$ cat config.mk
export PLATFORM = sky130hd
export DESIGN_NAME = wdt_sleep_core
export DESIGN_NICKNAME = d
export VERILOG_FILES = /design/src/wdt_pkg.sv /design/src/wdt_tick_if.sv /design/src/wdt_sleep_core.sv /design/src/wdt_tick_gen.sv
export SDC_FILE = /design/constraint.sdc
export NUM_CORES = 1
export LEC_CHECK = 0
export BUFFER_PORTS_ARGS = -buffer_cell sky130_fd_sc_hd__buf_2
export CAP_MARGIN = 30
export CORE_UTILIZATION = 35
export CTS_CLUSTER_SIZE = 30
export DETAILED_ROUTE_END_ITERATION = 10
export RECOVER_POWER = 100
export SYNTH_ARGS = -nofsm -noshare
export SYNTH_HDL_FRONTEND = slang
export SYNTH_SLANG_ARGS = --single-unit
$ cat constraint.sdc
create_clock -name sys_clk -period 6 [get_ports sys_clk]
set_clock_uncertainty 0.2 [all_clocks]
set_input_delay 0.6 -clock sys_clk [delete_from_list [all_inputs] [get_ports sys_clk]]
set_output_delay 0.6 -clock sys_clk [all_outputs]
set_load 0.1 [all_outputs]
$ cat src/wdt_pkg.sv
package wdt_pkg;

  // ----------------------------------------------------------------
  // Register map
  // ----------------------------------------------------------------
  localparam int          ADDR_W          = 12;
  localparam int          DATA_W          = 8;
  localparam logic [11:0] CTRL_ADDR       = 12'h80C;
  localparam logic [11:0] STATUS_ADDR     = 12'h80D;

  // ----------------------------------------------------------------
  // Control field layout and reset values
  // ----------------------------------------------------------------
  localparam int          SEN_BIT         = 0;
  localparam int          PS_LSB          = 1;
  localparam int          PS_MSB          = 5;
  localparam int          CLK_SEL_BIT     = 7;
  localparam logic [4:0]  PS_RESET        = 5'h0B;
  localparam logic [4:0]  PS_MAX          = 5'h12;
  localparam logic        SEN_RESET       = 1'h0;
  localparam logic        CLK_SEL_RESET   = 1'h0;

  // ----------------------------------------------------------------
  // Status field layout
  // ----------------------------------------------------------------
  localparam int          STAT_PD_BIT     = 0;
  localparam int          STAT_TO_BIT     = 1;
  localparam int          STAT_WATCHDOG_RESET_FLAG_BIT   = 2;
  localparam logic        FLAG_RESET      = 1'h1;

  // ----------------------------------------------------------------
  // Modes, counter sizing
  // ----------------------------------------------------------------
  localparam logic [1:0]  MODE_OFF        = 2'h0;
  localparam logic [1:0]  MODE_SOFTWARE   = 2'h1;
  localparam logic [1:0]  MODE_AWAKE_ONLY = 2'h2;
  localparam logic [1:0]  MODE_ALWAYS     = 2'h3;
  localparam int          CNT_W           = 24;
  localparam int          RATIO_BASE_LOG2 = 5;
  localparam logic [23:0] CNT_ZERO        = 24'h000000;
  localparam logic [23:0] CNT_ONE         = 24'h000001;

  typedef enum logic [0:0] {
    PWR_AWAKE,
    PWR_ASLEEP
  } power_state_t;

  // Divide ratio for a prescale code; reserved codes fall back to the minimum
  function automatic logic [23:0] ratio_of(input logic [4:0] ps);
    logic [23:0] r;
    r = CNT_ONE << RATIO_BASE_LOG2;
    if (ps <= PS_MAX)
    begin
      r = CNT_ONE << (ps + 5'(RATIO_BASE_LOG2));
    end
    return r;
  endfunction

endpackage

$ cat src/wdt_tick_if.sv
`timescale 1ns/100ps
`default_nettype none
interface wdt_tick_if;
  logic clk_sel;
  logic tick;
  modport src
  (
    input  clk_sel,
    output tick
  );
  modport sink
  (
    output clk_sel,
    input  tick
  );
endinterface
`default_nettype wire

$ cat src/wdt_sleep_core.sv
// Overview of operation
// - Mode 11 runs watchdog always, ignores enable
// - Mode 10 runs awake, stops in sleep
// - Mode 01 follows software enable bit
// - Mode 00 keeps watchdog always off
// - Control bit 7 picks count clock
// - Prescale code sets ratio 32 times two^code
// - Reserved prescale codes act as 1:32
// - Prescale resets to code 01011
// - Clear, sleep, wake, control write clear count
// - Awake timeout requests device reset
// - Sleep timeout wakes, clears three flags
// - Sleep entry clears PD, sets TO, count
// - Sleep stops CPU clock; sys_clk keeps running
// - Pending interrupt turns sleep into no-op
// - Interrupt during sleep wakes immediately
// - Enabled interrupt wakes regardless of GLOBAL_INTERRUPT_ENABLE
// - Resets reset; watchdog/interrupt wakes resume
//
// The plain strobed port is this design's own decision.
`timescale 1ns/100ps
`default_nettype none
module wdt_sleep_core
  import wdt_pkg::*;
(
  input  wire logic              sys_clk,
  input  wire logic              reset,
  input  wire logic [ADDR_W-1:0] reg_addr,
  input  wire logic [DATA_W-1:0] reg_wdata,
  input  wire logic              reg_write,
  input  wire logic              reg_read,
  output logic      [DATA_W-1:0] reg_rdata,
  input  wire logic [1:0]        watchdog_mode_select,
  input  wire logic              lf_osc_pin,
  input  wire logic              mf_osc_pin,
  input  wire logic              clear_watchdog_instruction,
  input  wire logic              sleep_instruction,
  input  wire logic              enabled_irq_pending,
  input  wire logic              global_interrupt_enable,
  output logic                   watchdog_reset_request,
  output logic                   cpu_clock_enable,
  output logic                   sleeping,
  output logic                   wake_resume,
  output logic                   wake_to_isr
);

  // ----------------------------------------------------------------
  // Tick source
  // ----------------------------------------------------------------
  wdt_tick_if tick_bus ();

  wdt_tick_gen tick_gen
  (
    .sys_clk    (sys_clk),
    .reset      (reset),
    .lf_osc_pin (lf_osc_pin),
    .mf_osc_pin (mf_osc_pin),
    .tick_bus   (tick_bus.src)
  );

  // ----------------------------------------------------------------
  // Register port
  // ----------------------------------------------------------------
  logic              clk_sel_reg;
  logic              clk_sel_next;
  logic [4:0]        ps_reg;
  logic [4:0]        ps_next;
  logic              sen_reg;
  logic              sen_next;
  logic [DATA_W-1:0] rdata_reg;
  logic [DATA_W-1:0] rdata_next;
  logic              ctrl_write;
  logic              pd_reg;
  logic              to_reg;
  logic              watchdog_reset_flag_reg;

  assign ctrl_write = reg_write && (reg_addr == CTRL_ADDR);

  // Control write and registered read data; unmapped reads give zero
  always_comb
  begin
    clk_sel_next = clk_sel_reg;
    ps_next      = ps_reg;
    sen_next     = sen_reg;
    rdata_next   = '0;
    if (ctrl_write)
    begin
      clk_sel_next = reg_wdata[CLK_SEL_BIT];
      ps_next      = reg_wdata[PS_MSB:PS_LSB];
      sen_next     = reg_wdata[SEN_BIT];
    end
    if (reg_read && reg_addr == CTRL_ADDR)
    begin
      rdata_next[CLK_SEL_BIT]   = clk_sel_reg;
      rdata_next[PS_MSB:PS_LSB] = ps_reg;
      rdata_next[SEN_BIT]       = sen_reg;
    end
    else if (reg_read && reg_addr == STATUS_ADDR)
    begin
      rdata_next[STAT_PD_BIT]   = pd_reg;
      rdata_next[STAT_TO_BIT]   = to_reg;
      rdata_next[STAT_WATCHDOG_RESET_FLAG_BIT] = watchdog_reset_flag_reg;
    end
  end

  always_ff @(posedge sys_clk)
  begin
    if (reset)
    begin
      clk_sel_reg <= CLK_SEL_RESET;
      ps_reg      <= PS_RESET;
      sen_reg     <= SEN_RESET;
      rdata_reg   <= '0;
    end
    else
    begin
      clk_sel_reg <= clk_sel_next;
      ps_reg      <= ps_next;
      sen_reg     <= sen_next;
      rdata_reg   <= rdata_next;
    end
  end

  assign reg_rdata        = rdata_reg;
  assign tick_bus.clk_sel = clk_sel_reg;

  // ----------------------------------------------------------------
  // Mode decode
  // ----------------------------------------------------------------
  power_state_t state_reg;
  power_state_t state_next;
  logic         active;

  // Configuration mode gates the counter against device state
  always_comb
  begin
    unique case (watchdog_mode_select)
      MODE_ALWAYS:     active = 1'b1;
      MODE_AWAKE_ONLY: active = (state_reg == PWR_AWAKE);
      MODE_SOFTWARE:   active = sen_reg;
      MODE_OFF:        active = 1'b0;
    endcase
  end

  // ----------------------------------------------------------------
  // Counter, power state and flags
  // ----------------------------------------------------------------
  logic [CNT_W-1:0] count_reg;
  logic [CNT_W-1:0] count_next;
  logic [CNT_W-1:0] count_inc;
  logic             timeout;
  logic             sleep_enter;
  logic             sleep_nop;
  logic             irq_wake;
  logic             wdt_wake;
  logic             pd_next;
  logic             to_next;
  logic             watchdog_reset_flag_next;
  logic             rst_req_reg;
  logic             rst_req_next;
  logic             resume_reg;
  logic             resume_next;
  logic             isr_reg;
  logic             isr_next;

  assign count_inc   = count_reg + CNT_ONE;
  // Greater-or-equal covers a ratio lowered under a running count
  assign timeout     = active && tick_bus.tick && (count_inc >= ratio_of(ps_reg));
  assign sleep_enter = (state_reg == PWR_AWAKE) && sleep_instruction && !enabled_irq_pending;
  assign sleep_nop   = (state_reg == PWR_AWAKE) && sleep_instruction && enabled_irq_pending;
  // Any enabled interrupt wakes; GLOBAL_INTERRUPT_ENABLE only steers where execution goes
  assign irq_wake    = (state_reg == PWR_ASLEEP) && enabled_irq_pending;
  assign wdt_wake    = (state_reg == PWR_ASLEEP) && timeout && !irq_wake;

  // While awake, clears win over a same-cycle timeout: firmware kicked in time
  always_comb
  begin
    state_next   = state_reg;
    count_next   = count_reg;
    pd_next      = pd_reg;
    to_next      = to_reg;
    watchdog_reset_flag_next    = watchdog_reset_flag_reg;
    rst_req_next = 1'b0;
    resume_next  = 1'b0;
    isr_next     = 1'b0;
    if (active && tick_bus.tick)
    begin
      count_next = count_inc;
    end
    if (!active)
    begin
      count_next = CNT_ZERO;
    end
    if (state_reg == PWR_AWAKE)
    begin
      if (ctrl_write || clear_watchdog_instruction)
      begin
        count_next = CNT_ZERO;
      end
      else if (sleep_enter)
      begin
        state_next = PWR_ASLEEP;
        count_next = CNT_ZERO;
        pd_next    = 1'b0;
        to_next    = 1'b1;
      end
      else if (sleep_nop)
      begin
        count_next = count_reg;
      end
      else if (timeout)
      begin
        rst_req_next = 1'b1;
        watchdog_reset_flag_next    = 1'b0;
        count_next   = CNT_ZERO;
      end
    end
    else
    begin
      if (ctrl_write)
      begin
        count_next = CNT_ZERO;
      end
      if (irq_wake || wdt_wake)
      begin
        state_next  = PWR_AWAKE;
        count_next  = CNT_ZERO;
        resume_next = 1'b1;
        isr_next    = irq_wake && global_interrupt_enable;
      end
      if (wdt_wake)
      begin
        to_next   = 1'b0;
        pd_next   = 1'b0;
        watchdog_reset_flag_next = 1'b0;
      end
    end
  end

  // Any reset, including pin, brownout and power-on, lands here awake
  always_ff @(posedge sys_clk)
  begin
    if (reset)
    begin
      state_reg   <= PWR_AWAKE;
      count_reg   <= CNT_ZERO;
      pd_reg      <= FLAG_RESET;
      to_reg      <= FLAG_RESET;
      watchdog_reset_flag_reg    <= FLAG_RESET;
      rst_req_reg <= 1'b0;
      resume_reg  <= 1'b0;
      isr_reg     <= 1'b0;
    end
    else
    begin
      state_reg   <= state_next;
      count_reg   <= count_next;
      pd_reg      <= pd_next;
      to_reg      <= to_next;
      watchdog_reset_flag_reg    <= watchdog_reset_flag_next;
      rst_req_reg <= rst_req_next;
      resume_reg  <= resume_next;
      isr_reg     <= isr_next;
    end
  end

  // ----------------------------------------------------------------
  // Outputs to the core
  // ----------------------------------------------------------------
  // Clock gate follows the state flop so it never glitches mid-cycle
  assign cpu_clock_enable       = (state_reg == PWR_AWAKE);
  assign sleeping               = (state_reg == PWR_ASLEEP);
  assign watchdog_reset_request = rst_req_reg;
  assign wake_resume            = resume_reg;
  assign wake_to_isr            = isr_reg;

  // ----------------------------------------------------------------
  // Checks
  // ----------------------------------------------------------------
  mode_always_a: assert property (@(posedge sys_clk) disable iff (reset)
    (watchdog_mode_select == MODE_ALWAYS && state_reg == PWR_ASLEEP) |-> active)
    else $error("always-on mode idle in sleep");

  sleep_disable_a: assert property (@(posedge sys_clk) disable iff (reset)
    (watchdog_mode_select == MODE_AWAKE_ONLY && state_reg == PWR_ASLEEP)
      |-> (!active && !timeout))
    else $error("awake-only mode ran in sleep");

  mode_software_a: assert property (@(posedge sys_clk) disable iff (reset)
    (watchdog_mode_select == MODE_SOFTWARE) |-> (active == sen_reg))
    else $error("software mode ignores enable bit");

  mode_off_a: assert property (@(posedge sys_clk) disable iff (reset)
    (watchdog_mode_select == MODE_OFF) |=> (count_reg == CNT_ZERO && !watchdog_reset_request))
    else $error("off mode counted or reset");

  prescale_reset_a: assert property (@(posedge sys_clk)
    reset |=> (ps_reg == PS_RESET))
    else $error("prescale not at reset code");

  ratio_limit_a: assert property (@(posedge sys_clk) disable iff (reset)
    (active && count_reg >= ratio_of(ps_reg) && !$past(ctrl_write)) |-> !tick_bus.tick
      || timeout)
    else $error("count passed ratio without timeout");

  ctrl_clear_a: assert property (@(posedge sys_clk) disable iff (reset)
    ctrl_write |=> (count_reg == CNT_ZERO))
    else $error("control write left count");

  awake_timeout_a: assert property (@(posedge sys_clk) disable iff (reset)
    (timeout && state_reg == PWR_AWAKE && !ctrl_write && !clear_watchdog_instruction
      && !sleep_instruction) |=> (watchdog_reset_request && !watchdog_reset_flag_reg)
      ##1 !watchdog_reset_request)
    else $error("awake timeout gave no one-cycle reset request");

  sleep_timeout_a: assert property (@(posedge sys_clk) disable iff (reset)
    wdt_wake |=> (!to_reg && !pd_reg && !watchdog_reset_flag_reg && wake_resume && cpu_clock_enable
      && !watchdog_reset_request))
    else $error("sleep timeout did not wake cleanly");

  sleep_entry_a: assert property (@(posedge sys_clk) disable iff (reset)
    (sleep_enter && !ctrl_write && !clear_watchdog_instruction)
      |=> (sleeping && !pd_reg && to_reg && count_reg == CNT_ZERO && !cpu_clock_enable))
    else $error("sleep entry state wrong");

  sleep_nop_a: assert property (@(posedge sys_clk) disable iff (reset)
    (sleep_nop && !ctrl_write && !clear_watchdog_instruction && !timeout)
      |=> (!sleeping && $stable(pd_reg) && $stable(to_reg) && $stable(count_reg)))
    else $error("sleep no-op changed state");

  irq_wake_a: assert property (@(posedge sys_clk) disable iff (reset)
    irq_wake |=> (!sleeping && wake_resume && count_reg == CNT_ZERO
      && wake_to_isr == $past(global_interrupt_enable)))
    else $error("interrupt wake wrong");

endmodule
`default_nettype wire

$ cat src/wdt_tick_gen.sv
`timescale 1ns/100ps
`default_nettype none
module wdt_tick_gen
  import wdt_pkg::*;
(
  input  wire logic sys_clk,
  input  wire logic reset,
  input  wire logic lf_osc_pin,
  input  wire logic mf_osc_pin,
  wdt_tick_if.src   tick_bus
);

  // ----------------------------------------------------------------
  // Oscillator synchronisers and edge detect
  // ----------------------------------------------------------------
  // Index 0 low-frequency source, index 1 medium-frequency source
  logic [1:0] meta_reg;
  logic [1:0] meta_next;
  logic [1:0] sync_reg;
  logic [1:0] sync_next;
  logic [1:0] last_reg;
  logic [1:0] last_next;
  logic       tick_reg;
  logic       tick_next;
  logic [1:0] rise;

  // Rising edges seen only after the second stage, never on the first
  always_comb
  begin
    meta_next = {mf_osc_pin, lf_osc_pin};
    sync_next = meta_reg;
    last_next = sync_reg;
    rise      = sync_reg & ~last_reg;
    tick_next = tick_bus.clk_sel ? rise[1] : rise[0];
  end

  // Oscillators must run well below sys_clk for edges to be caught
  always_ff @(posedge sys_clk)
  begin
    if (reset)
    begin
      meta_reg <= 2'h0;
      sync_reg <= 2'h0;
      last_reg <= 2'h0;
      tick_reg <= 1'h0;
    end
    else
    begin
      meta_reg <= meta_next;
      sync_reg <= sync_next;
      last_reg <= last_next;
      tick_reg <= tick_next;
    end
  end

  assign tick_bus.tick = tick_reg;

  tick_sel_a: assert property (@(posedge sys_clk) disable iff (reset)
    (tick_bus.clk_sel && sync_reg[1] && !last_reg[1]) |=> tick_reg)
    else $error("selected medium clock edge gave no tick");

endmodule
`default_nettype wire

==> metrics.md, run 1 <==
| Metric | Value |
|---|---|
| Seq pwr share | `between 50% and 60%` |
| GR Util met3 | `around 2.9%` |
| Synth top area share | `29.50%` |
| Syn-to-layout area delta | `8.191%` |
| Max reg flops | `24` |
| Final Hold Fails | `0` |
| WHS Path Cells | `1` |
| Netlist cell types | `a little over 60` |
| Crit start category | `flop` |
| Clock slew at reported path FFs | `110 ps` |
| Core ar. | `about 9800 um^2` |
| CTS tree | `yes` |
| Max Buffers Root-to-Sink | `2` |
| Worst slack, placed | `roughly 1900 ps` |
| Cell Area, Synth | `between 3000 and 4000 um^2` |
| Worst Hold Class | `reg -> reg` |
| Setup Viol. Count Final | `0` |
| Die Span Y | `roughly 100 um` |
| Clock Tree Root | `clkbuf_8` |
| Final Max Slew Viols | `0` |
| Sequential share of the synthesized area | `29.50%` |
| Starting Density | `36.10%` |
| Crit path from | `count_reg[0]` |
| Fin nets | `about 500` |
| Area of the die | `roughly 10000 um^2` |
| #FFs+latches synth | `52` |
| Routability Congestion | `roughly 0.86` |
| CP endpoint kind | `flop` |
| Ant diodes | `0` |
| RSZ-0062 raised after global routing | `false` |
| Kind of cell adding the most delay to the critical path | `simple AND/OR/NAND/NOR gates` |
| Slowest Stage Delay on Critical Path | `between 800 and 900 ps` |
| P_int | `approximately 0.00045 W` |
| Post-Route WL | `between 8000 and 9000 um` |
| Vias | `3176` |
| CP Depth | `13` |
| Port buffer count | `42` |
| Worst EP arrival | `between 4000 and 5000 ps` |
| Vias in the first global route | `around 2800` |
| GRT met2 Usage | `between 20% and 30%` |
| Worst path cell trace | `ha_1, inv_1, nor4_1, nand4_1, xnor2_1, ha_1, nand4_1, nor4_1, nand3_1, o211a_1, a21oi_4, buf_16, o21ai_0` |
| Number of synthesized flops with an enable pin | `0` |
| Setup TNS | `0 ps` |
| Period utilisation layout | `76.28%` |
| Cell count after synthesis | `about 430` |
| CTS Buf Count | `5` |
| Clock power share | `between 30% and 40%` |
| Fin cells | `between 500 and 600` |
| Sw Ratio | `a little over a quarter` |
| Largest net degree at the start of global routing | `26` |
| Global route hottest layer | `met2` |
| DRC | `0` |
| Max cap viols | `0` |
| Top cells by area, synth | `dfxtp_1, ha_1, nand2_1` |
| Antenna violations before repair | `0` |
| Num rows | `36` |
| Met1 usage | `between 20% and 30%` |
| Detailed Routing Iterations Pass 1 | `4` |
| Slew headroom | `21.44%` |
| H-tree levels | `2` |
| Max Clk Rate | `between 200 and 250 MHz` |
| Min cycle time layout | `around 4600 ps` |
| Area leader, netlist | `dfxtp_1` |
| Hold slack final | `approximately 240 ps` |
| Synth Area per Inst | `between 8 and 9 um^2` |
| CTS Hold Bufs | `0` |
| Final worst slack | `approximately 1400 ps` |
| Grt total ovfl | `0` |
| Pwr dens | `roughly 160 nW/um^2` |
| Layout cells sized above 1 | `about 13%` |
| Worst-Skew Late Latency | `roughly 320 ps` |
| Post-synth ARST share | `0%` |
| Worst slew pin tran | `1183 ps` |
| DP HPWL | `between 6000 and 7000 um` |
| Io pins | `45` |
| Global-route wire length before repair | `roughly 14000 um` |
| Post-CTS Setup Bufs | `0` |
| Slowest CP cell | `nor4_1` |
| Avg WL per Cell | `14.25 um` |
| Status | `finished, final reports clean` |
| Chip Width | `102.4 um` |
| Combinational share of power | `under 10%` |
| Reg2reg start | `count_reg[0]` |
| GRT Util Overall | `between 10% and 20%` |
| DP Cell Count | `584` |
| Worst path required time | `6010 ps` |
| Synth Flop Type | `dfxtp_1` |
| Vias per inst | `between 5 and 6` |
| Post-CTS sizing | `0` |
| Post-route ant nets | `0` |
| Yosys warnings | `0` |
| Critical Setup Path Class | `reg -> reg` |
| Post-layout util | `slightly below 40%` |
| P_leak | `1.494 nW` |
| Switching pwr | `0.0001674 W` |
| Worst Hold Launch | `tick_gen.meta_reg[0]` |
| Buffers & Inverters on Critical Path | `2` |
| Worst r2r path cells | `13` |
| Top-count cell post-synth | `nand2_1` |
| Clock sinks | `52` |
| Violation count after the first detailed-route iteration | `between 150 and 200` |
| Commonest cells post-synth | `nand2_1, dfxtp_1, nor2_1` |
| Crit Path Max Fanout | `15` |
| Peak VDD IR | `0.08774 mV` |
==> cell usage in the layout, fill, tap and decap left out, drive strengths merged, types with 2 or more instances in the layout <==
| cell | Yosys | routed |
|---|---|---|
| nor3 | 10 | 10 |
| and4 | 4 | 4 |
| a211oi | 2 | 2 |
| a21o | 3 | 3 |
| nor4 | 3 | 3 |
| o22ai | 4 | 4 |
| dfxtp | 52 | 52 |
| conb | 2 | 6 |
| a211o | 3 | 3 |
| nor4b | 2 | 2 |
| nor2 | 35 | 35 |
| nor3b | 2 | 2 |
| inv | 9 | 11 |
| o221ai | 11 | 11 |
| buf | 9 | 33 |
| o211ai | 6 | 6 |
| mux2i | 7 | 7 |
| o21a | 5 | 5 |
| a22oi | 2 | 2 |
| o21ai | 23 | 23 |
| xor2 | 9 | 9 |
| nand2 | 67 | 67 |
| nand2b | 3 | 3 |
| nand4 | 15 | 15 |
| clkbuf | 21 | 18 |
| mux2 | 2 | 2 |
| a21oi | 23 | 23 |
| nand3 | 22 | 22 |
| and2 | 6 | 6 |
| ha | 25 | 25 |
| nor2b | 12 | 12 |
| xnor2 | 13 | 13 |
| o31ai | 5 | 5 |
| or2 | 2 | 2 |
==> through the flow <==
step,area [um^2],power [W]
after floorplan,3543,0.0003918
after global placement,3796,0.0004101
after detailed placement,3824,0.0004108
after CTS,3918,0.0006252
after global routing,3817,0.0006419
final,3817,0.0006190
==> layer usage <==
metal	vias up	routed length (um)
met2	75	3812
met1	1497	4013
li1	1589	-
met4	0	216
met3	15	394
met5	-	0
==> power groups by stage <==
stage                     sequential [W]  combinational [W]  clock [W]
final                           0.000350          0.0000525   0.000217
after global routing            0.000351          0.0000573   0.000234
after CTS                       0.000350          0.0000530   0.000222
after detailed placement        0.000358          0.0000528          0
after global placement          0.000358          0.0000523          0
after floorplan                 0.000360          0.0000316          0
==> area by class of cell <==
class | count | area (um^2)
inverters | 9 | 33.78
flip-flops and latches | 52 | 1041
clock inverters | 3 | 25.02
multi-input cells | 344 | 2238
fillers | 1029 | 5957
well taps | 133 | 166.4
clock buffers | 5 | 68.82
repair buffers | 46 | 244.0
==> kinds of logic after synthesis <==
logic type / after synthesis / share of synthesized area [%]
AND/OR/NAND/NOR: 188 / 28.33
AO/OA/AOI/OAI: 94 / 19.75
flip-flops: 52 / 29.50
buffers and inverters: 39 / 5.248
adder cells (fa/ha/maj): 25 / 8.865
XOR/XNOR: 22 / 5.461
multiplexers: 9 / 2.624
other: 2 / 0.2128
==> worst paths after layout <==
kind / end / slack [ps]
min: tick_gen.last_next[0] / 240
min reg2reg: tick_gen.last_next[0] / 240
max: count_reg[15] / 1420
max reg2reg: count_reg[15] / 1420
Power figures use the tool's default switching activity.
==> run 2, diff against run 1 <==
==> constraint.sdc (replaced) <==
create_clock -name sys_clk -period 3.9 [get_ports sys_clk]
set_clock_uncertainty 0.2 [all_clocks]
set_input_delay 0.39 -clock sys_clk [delete_from_list [all_inputs] [get_ports sys_clk]]
set_output_delay 0.39 -clock sys_clk [all_outputs]
set_load 0.1 [all_outputs]
==> run 2 against run 1 <==
  * Setup slack lost 1100 ps
  * Clock power grew 53%
  * Sequential power grew 54%
  * Global-route usage grew 0.62 points
  * Non-clock buffer count grew 8
  * Design area grew 2.2%
  * Fmax grew 28%
  * Count of clock-buffer cells in the layout is the same
  * Combinational power grew 54%
  * Critical endpoint is now watchdog_reset_request
==> metrics.md, run 2 (synthesis gave the netlist of run 1 again) <==
| Metric | Value |
|---|---|
| Status | `finished, final reports clean` |
| P_leak | `1.553 nW` |
| Final worst slack | `about 320 ps` |
| Final Hold Fails | `0` |
| Post-Route WL | `approximately 8500 um` |
| Setup slack, reg-to-reg | `roughly 320 ps` |
| Worst EP arrival | `~3600 ps` |
| Fill count | `1062` |
| Clock Tree Root | `clkbuf_8` |
| Reg area | `1042 um^2` |
| Crit path to | `watchdog_reset_request` |
| Global-route wire length before repair | `13960 um` |
| Die Span Y | `approximately 100 um` |
| Avg WL per Cell | `approximately 14 um` |
| Max reg flops | `24` |
| Routability Congestion | `approximately 0.8` |
| Post-route ant nets | `0` |
| Setup Viol. Count Final | `0` |
| Max cap viols | `0` |
| Chip Width | `a little over 100 um` |
| Grt total ovfl | `0` |
| Largest net degree at the start of global routing | `26` |
| Post-layout util | `39.93%` |
| Setup TNS | `0 ps` |
| DP HPWL | `between 6000 and 7000 um` |
| Starting Density | `a little over a third` |
| Hold slack final | `72.91 ps` |
| Vias per inst | `between 5 and 6` |
| H-tree levels | `2` |
| Layout cells sized above 1 | `between 10% and 20%` |
| Cell area after layout | `just under 4000 um^2` |
| DRC | `0` |
| Min cycle time layout | `3580 ps` |
| Post-place instance area | `around 3900 um^2` |
| CTS tree | `yes` |
| Port buffer count | `42` |
| Area of the die | `~10000 um^2` |
| GR Util met3 | `roughly 2.3%` |
| Most frequent cells in the layout | `nand2_1, dfxtp_1, nor2_1` |
| Worst r2r path cells | `13` |
| Peak VDD IR | `about 0.11 mV` |
| Multi-input combinational cell area | `around 2300 um^2` |
| Worst path required time | `slightly below 4000 ps` |
| Pwr dens | `approximately 240 nW/um^2` |
| Num rows | `36` |
| Met1 usage | `between 20% and 30%` |
| Violation count after the first detailed-route iteration | `about 130` |
| Crit Path Max Fanout | `20` |
| Period utilisation layout | `about 90%` |
| Syn-to-layout area delta | `10.60%` |
| Clock slew at reported path FFs | `about 100 ps` |
| Vias in the first global route | `roughly 2900` |
| Crit start category | `flop` |
| Worst slack, placed | `231.5 ps` |
| CP endpoint kind | `flop` |
| Vias | `3097` |
| Crit path from | `count_reg[0]` |
| Ant diodes | `0` |
| CTS Hold Bufs | `0` |
| CTS Buf Count | `5` |
| Reg2reg start | `count_reg[0]` |
| Io pins | `45` |
| Detailed Routing Iterations Pass 1 | `4` |
| Antenna violations before repair | `0` |
| Global route hottest layer | `met2` |
| Core ar. | `just under 10000 um^2` |
| Worst Hold Class | `in -> reg` |
| Reg2reg end | `watchdog_reset_request` |
| Max Buffers Root-to-Sink | `2` |
| Final Max Slew Viols | `0` |
| Clock sinks | `52` |
| Max Clk Rate | `between 200 and 300 MHz` |
| Slew headroom | `a little over a fifth` |
| RSZ-0062 raised after global routing | `false` |
| GRT met2 Usage | `between 20% and 30%` |
| Worst-Skew Late Latency | `roughly 320 ps` |
| Post-CTS Setup Bufs | `0` |
| GRT Util Overall | `around 17%` |
| Worst slew pin tran | `around 1200 ps` |
| Critical Setup Path Class | `reg -> reg` |
| Fin nets | `roughly 520` |
| Leading cell type in the layout, fill and taps excluded | `nand2_1` |
-- run 2: changes by cell type in the layout (fill, tap and decap cells not counted), moves of 2 or more --
cell     previous run  this run
and2_0              4         2
and2_1              2         4
o21ai_0            22        19
buf_4               3        10
nor4_1              2         0
o21ai_2             1         4
-- run 2: layer usage --
layer  vias to the layer above  routed length, um  part of all wire, %
li1                       1607                  -                    -
met1                      1419               4037                   48
met2                        55               3921                   46
met3                        16                244                  2.9
met4                         0                246                  2.9
met5                         -                  0                    0
-- run 2: where the power goes --
group / total [W] / internal (W) / switching (W)
logic: 0.0000808 / 0.0000284 / 0.0000524
registers: 0.000538 / 0.000535 / 0.00000288
clock network: 0.000332 / 0.000131 / 0.000200
total: 0.000951 / 0.000695 / 0.000256
-- run 2: cell type report --
cell class              instances  share of cell area, %
multi-input cells             344                  58.26
flip-flops and latches         52                  26.71
repair buffers                 54                  7.502
well taps                     133                  4.264
clock buffers                   5                  1.763
inverters                       9                 0.8657
clock inverters                 3                 0.6412
-- run 2: critical path, cell delays in order, from the launching register on --
cell and delay, ps:
dfxtp_1 420, ha_2 270, inv_2 80, nor4_4 340
nand4_1 240, xnor2_1 200, ha_1 300, nand4_2 140
nor4_2 380, nand3_1 110, o211a_1 290, a21oi_4 200
buf_12 180, and4b_1 180
-- run 2: worst min path at each step --
stage	start	to	cells after the start
after CTS	mf_osc_pin	tick_gen.meta_reg[1]	2
after global placement	tick_gen.meta_reg[0]	tick_gen.last_next[0]	1
after detailed placement	tick_gen.meta_reg[1]	tick_gen.last_next[1]	1
after global routing	mf_osc_pin	tick_gen.meta_reg[1]	2
final	lf_osc_pin	tick_gen.meta_reg[0]	2
after floorplan	tick_gen.last_next[0]	tick_gen.last_reg[0]	2
-- run 2: timing repair --
item | 4_1_cts | 5_1_grt
setup endpoints to repair | 0 | 4
gates resized for setup | 0 | 2
endpoints found under the hold margin | 0 | 0
-- run 2: metrics by stage --
stage	power, W	instances
finish	0.0009508	600
global route	0.0009962	600
CTS	0.0009681	600
detailed placement	0.0006321	592
global placement	0.0006306	592
floorplan	0.0006027	435
==> run 3, diff against run 2 <==
--- a/config.mk
+++ b/config.mk
@@ -7,9 +7,12 @@
 export LEC_CHECK = 0
 export BUFFER_PORTS_ARGS = -buffer_cell sky130_fd_sc_hd__buf_2
 export CAP_MARGIN = 30
+export CELL_PAD_IN_SITES_DETAIL_PLACEMENT = 0
+export CELL_PAD_IN_SITES_GLOBAL_PLACEMENT = 1
 export CORE_UTILIZATION = 35
 export CTS_CLUSTER_SIZE = 30
 export DETAILED_ROUTE_END_ITERATION = 10
+export PLACE_DENSITY_LB_ADDON = 0.1
 export RECOVER_POWER = 100
 export SYNTH_ARGS = -nofsm -noshare
 export SYNTH_HDL_FRONTEND = slang
==> run 3 against run 2 <==
  * Critical path depth did not move
  * Sequential cell count unchanged
  * Non-clock buffer count up 9
  * First-iteration DRC count decreased by 0.79%
  * Hold slack gained 13 ps
  * Clock power down 2%
  * Sequential share of layout area is 0.47 points lower
  * Design area grew 1.7%
  * Register-to-register slack got worse by 97 ps
  * Critical endpoint unchanged
  * Largest power group unchanged
==> metrics.md, run 3 (synthesis gave the netlist of run 1 again) <==
| Metric | Value |
|---|---|
| Vias in the first global route | `~3000` |
| Avg WL per Cell | `~15 um` |
| Slowest CP cell | `dfxtp_1` |
| Crit Path Max Fanout | `16` |
| DP HPWL | `about 7000 um` |
| Slew headroom | `21.98%` |
| GRT Util Overall | `between 10% and 20%` |
| Slowest Stage Delay on Critical Path | `440 ps` |
| Worst path cell trace | `nand4_1, or2_4, nor2_1, and4_1, xor2_1, ha_1, nand4_1, nor4_2, nand3_1, o211a_1, a21oi_4, buf_12, and4b_1` |
| CTS tree | `yes` |
| Reg2reg start | `count_reg[8]` |
| Final worst slack | `222.7 ps` |
| Post-Route WL | `slightly above 9000 um` |
| WHS Path Cells | `3` |
| Starting Density | `36.10%` |
| Fin nets | `around 530` |
| Ant diodes | `0` |
| Global-route wire length before repair | `approximately 15000 um` |
| Area of the die | `10490 um^2` |
| P_leak | `between 1.5 and 2 nW` |
| Worst-Skew Late Latency | `about 310 ps` |
| Max Buffers Root-to-Sink | `2` |
| Peak VDD IR | `0.1446 mV` |
| Leading cell type in the layout, fill and taps excluded | `nand2_1` |
| Violation count after the first detailed-route iteration | `between 100 and 150` |
| Post-CTS sizing | `0` |
| Clock Tree Root | `clkbuf_8` |
| Routability Congestion | `~0.8` |
| RSZ-0062 raised after global routing | `false` |
| Most frequent cells in the layout | `nand2_1, dfxtp_1, nor2_1` |
| Setup Viol. Count Final | `0` |
| CTS Hold Bufs | `0` |
| Vias | `3144` |
| H-tree levels | `2` |
| Post-CTS Setup Bufs | `0` |
| Core ar. | `9774 um^2` |
| Layout cells sized above 1 | `16.60%` |
| Worst path required time | `~4000 ps` |
| Port buffer count | `42` |
| Clock sinks | `52` |
| Multi-input combinational cell area | `~2300 um^2` |
| Hold slack final | `86.19 ps` |
| Vias per inst | `around 5.2` |
| Worst slew pin tran | `1175 ps` |
| Setup TNS | `0 ps` |
| Post-route ant nets | `0` |
| Die Span Y | `about 100 um` |
| Largest net degree at the start of global routing | `26` |
| Final Hold Fails | `0` |
| Max cap viols | `0` |
| Worst slack, placed | `between 200 and 250 ps` |
| Crit start category | `flop` |
| Syn-to-layout area delta | `12.45%` |
| Crit path from | `count_reg[8]` |
| Max Clk Rate | `around 270 MHz` |
| Io pins | `45` |
| Worst Hold Launch | `global_interrupt_enable` |
| Max reg flops | `24` |
| Reg area | `1041 um^2` |
| Antenna violations before repair | `0` |
| Fill count | `~1100` |
| Status | `finished, final reports clean` |
| Setup slack, reg-to-reg | `~220 ps` |
| Worst r2r path cells | `13` |
| CP endpoint kind | `flop` |
| Top cell by count, worst path | `nand4_1` |
| Period utilisation layout | `94.29%` |
| Detailed Routing Iterations Pass 1 | `4` |
| DRC | `0` |
| Chip Width | `a little over 100 um` |
| Worst EP arrival | `between 3000 and 4000 ps` |
| Final Max Slew Viols | `0` |
| CTS Buf Count | `5` |
| Min cycle time layout | `3677 ps` |
| Reg2reg end | `watchdog_reset_request` |
| Worst Hold Class | `in -> reg` |
| Critical Setup Path Class | `reg -> reg` |
| Num rows | `36` |
| Post-layout util | `40.59%` |
| Grt total ovfl | `0` |
| Clock slew at reported path FFs | `110 ps` |
| Hold path endpoint | `wake_to_isr` |
| Pwr dens | `238.8 nW/um^2` |
==> run 3: area by class of cell <==
cell class	count	share of cell area, %
flip-flops and latches	52	26.24
well taps	133	4.194
inverters	9	0.8515
repair buffers	63	9.398
clock inverters	3	0.5361
clock buffers	5	1.734
multi-input cells	344	57.05
==> run 3: layer usage <==
layer	track usage, %	part of all wire, %	wire length (um)
met5	0	0	0
met1	26.80	51	4728
met3	3.010	2.7	249
met4	3.626	0.61	56
met2	31.23	46	4211
==> run 3: worst max path at each step <==
stage,slack [ps],endpoint,cells past startpoint
floorplan,600,pd_reg,13
global placement,310,watchdog_reset_request,13
detailed placement,240,watchdog_reset_request,13
CTS,210,watchdog_reset_request,13
global route,50,watchdog_reset_request,13
finish,220,watchdog_reset_request,13
==> run 3: per-stage QoR <==
step	instance area [um^2]	instances	total power [W]
after floorplan	3543	435	0.0006027
after CTS	4046	609	0.0009673
final	3968	609	0.0009473
after global placement	3956	601	0.0006339
after detailed placement	3956	601	0.0006339
after global routing	3968	609	0.0009845
==> run 3: worst max-delay path: cells and delay by family (launching register included) <==
family / cells / cell delay [ps]
and+or+nand+nor: 8 / 1780
adders and majority gates: 1 / 200
xor gates and xnor gates: 1 / 280
AOI/OAI and AO/OA: 2 / 540
DFF: 1 / 440
buffers and inverters: 1 / 170
==> run 3: power breakdown <==
group | internal (W) | switching (W) | leakage (nW)
Clock | 0.000128 | 0.000199 | 0.0445
Combinational | 0.0000296 | 0.0000525 | 1.13
Sequential | 0.000535 | 0.00000257 | 0.420
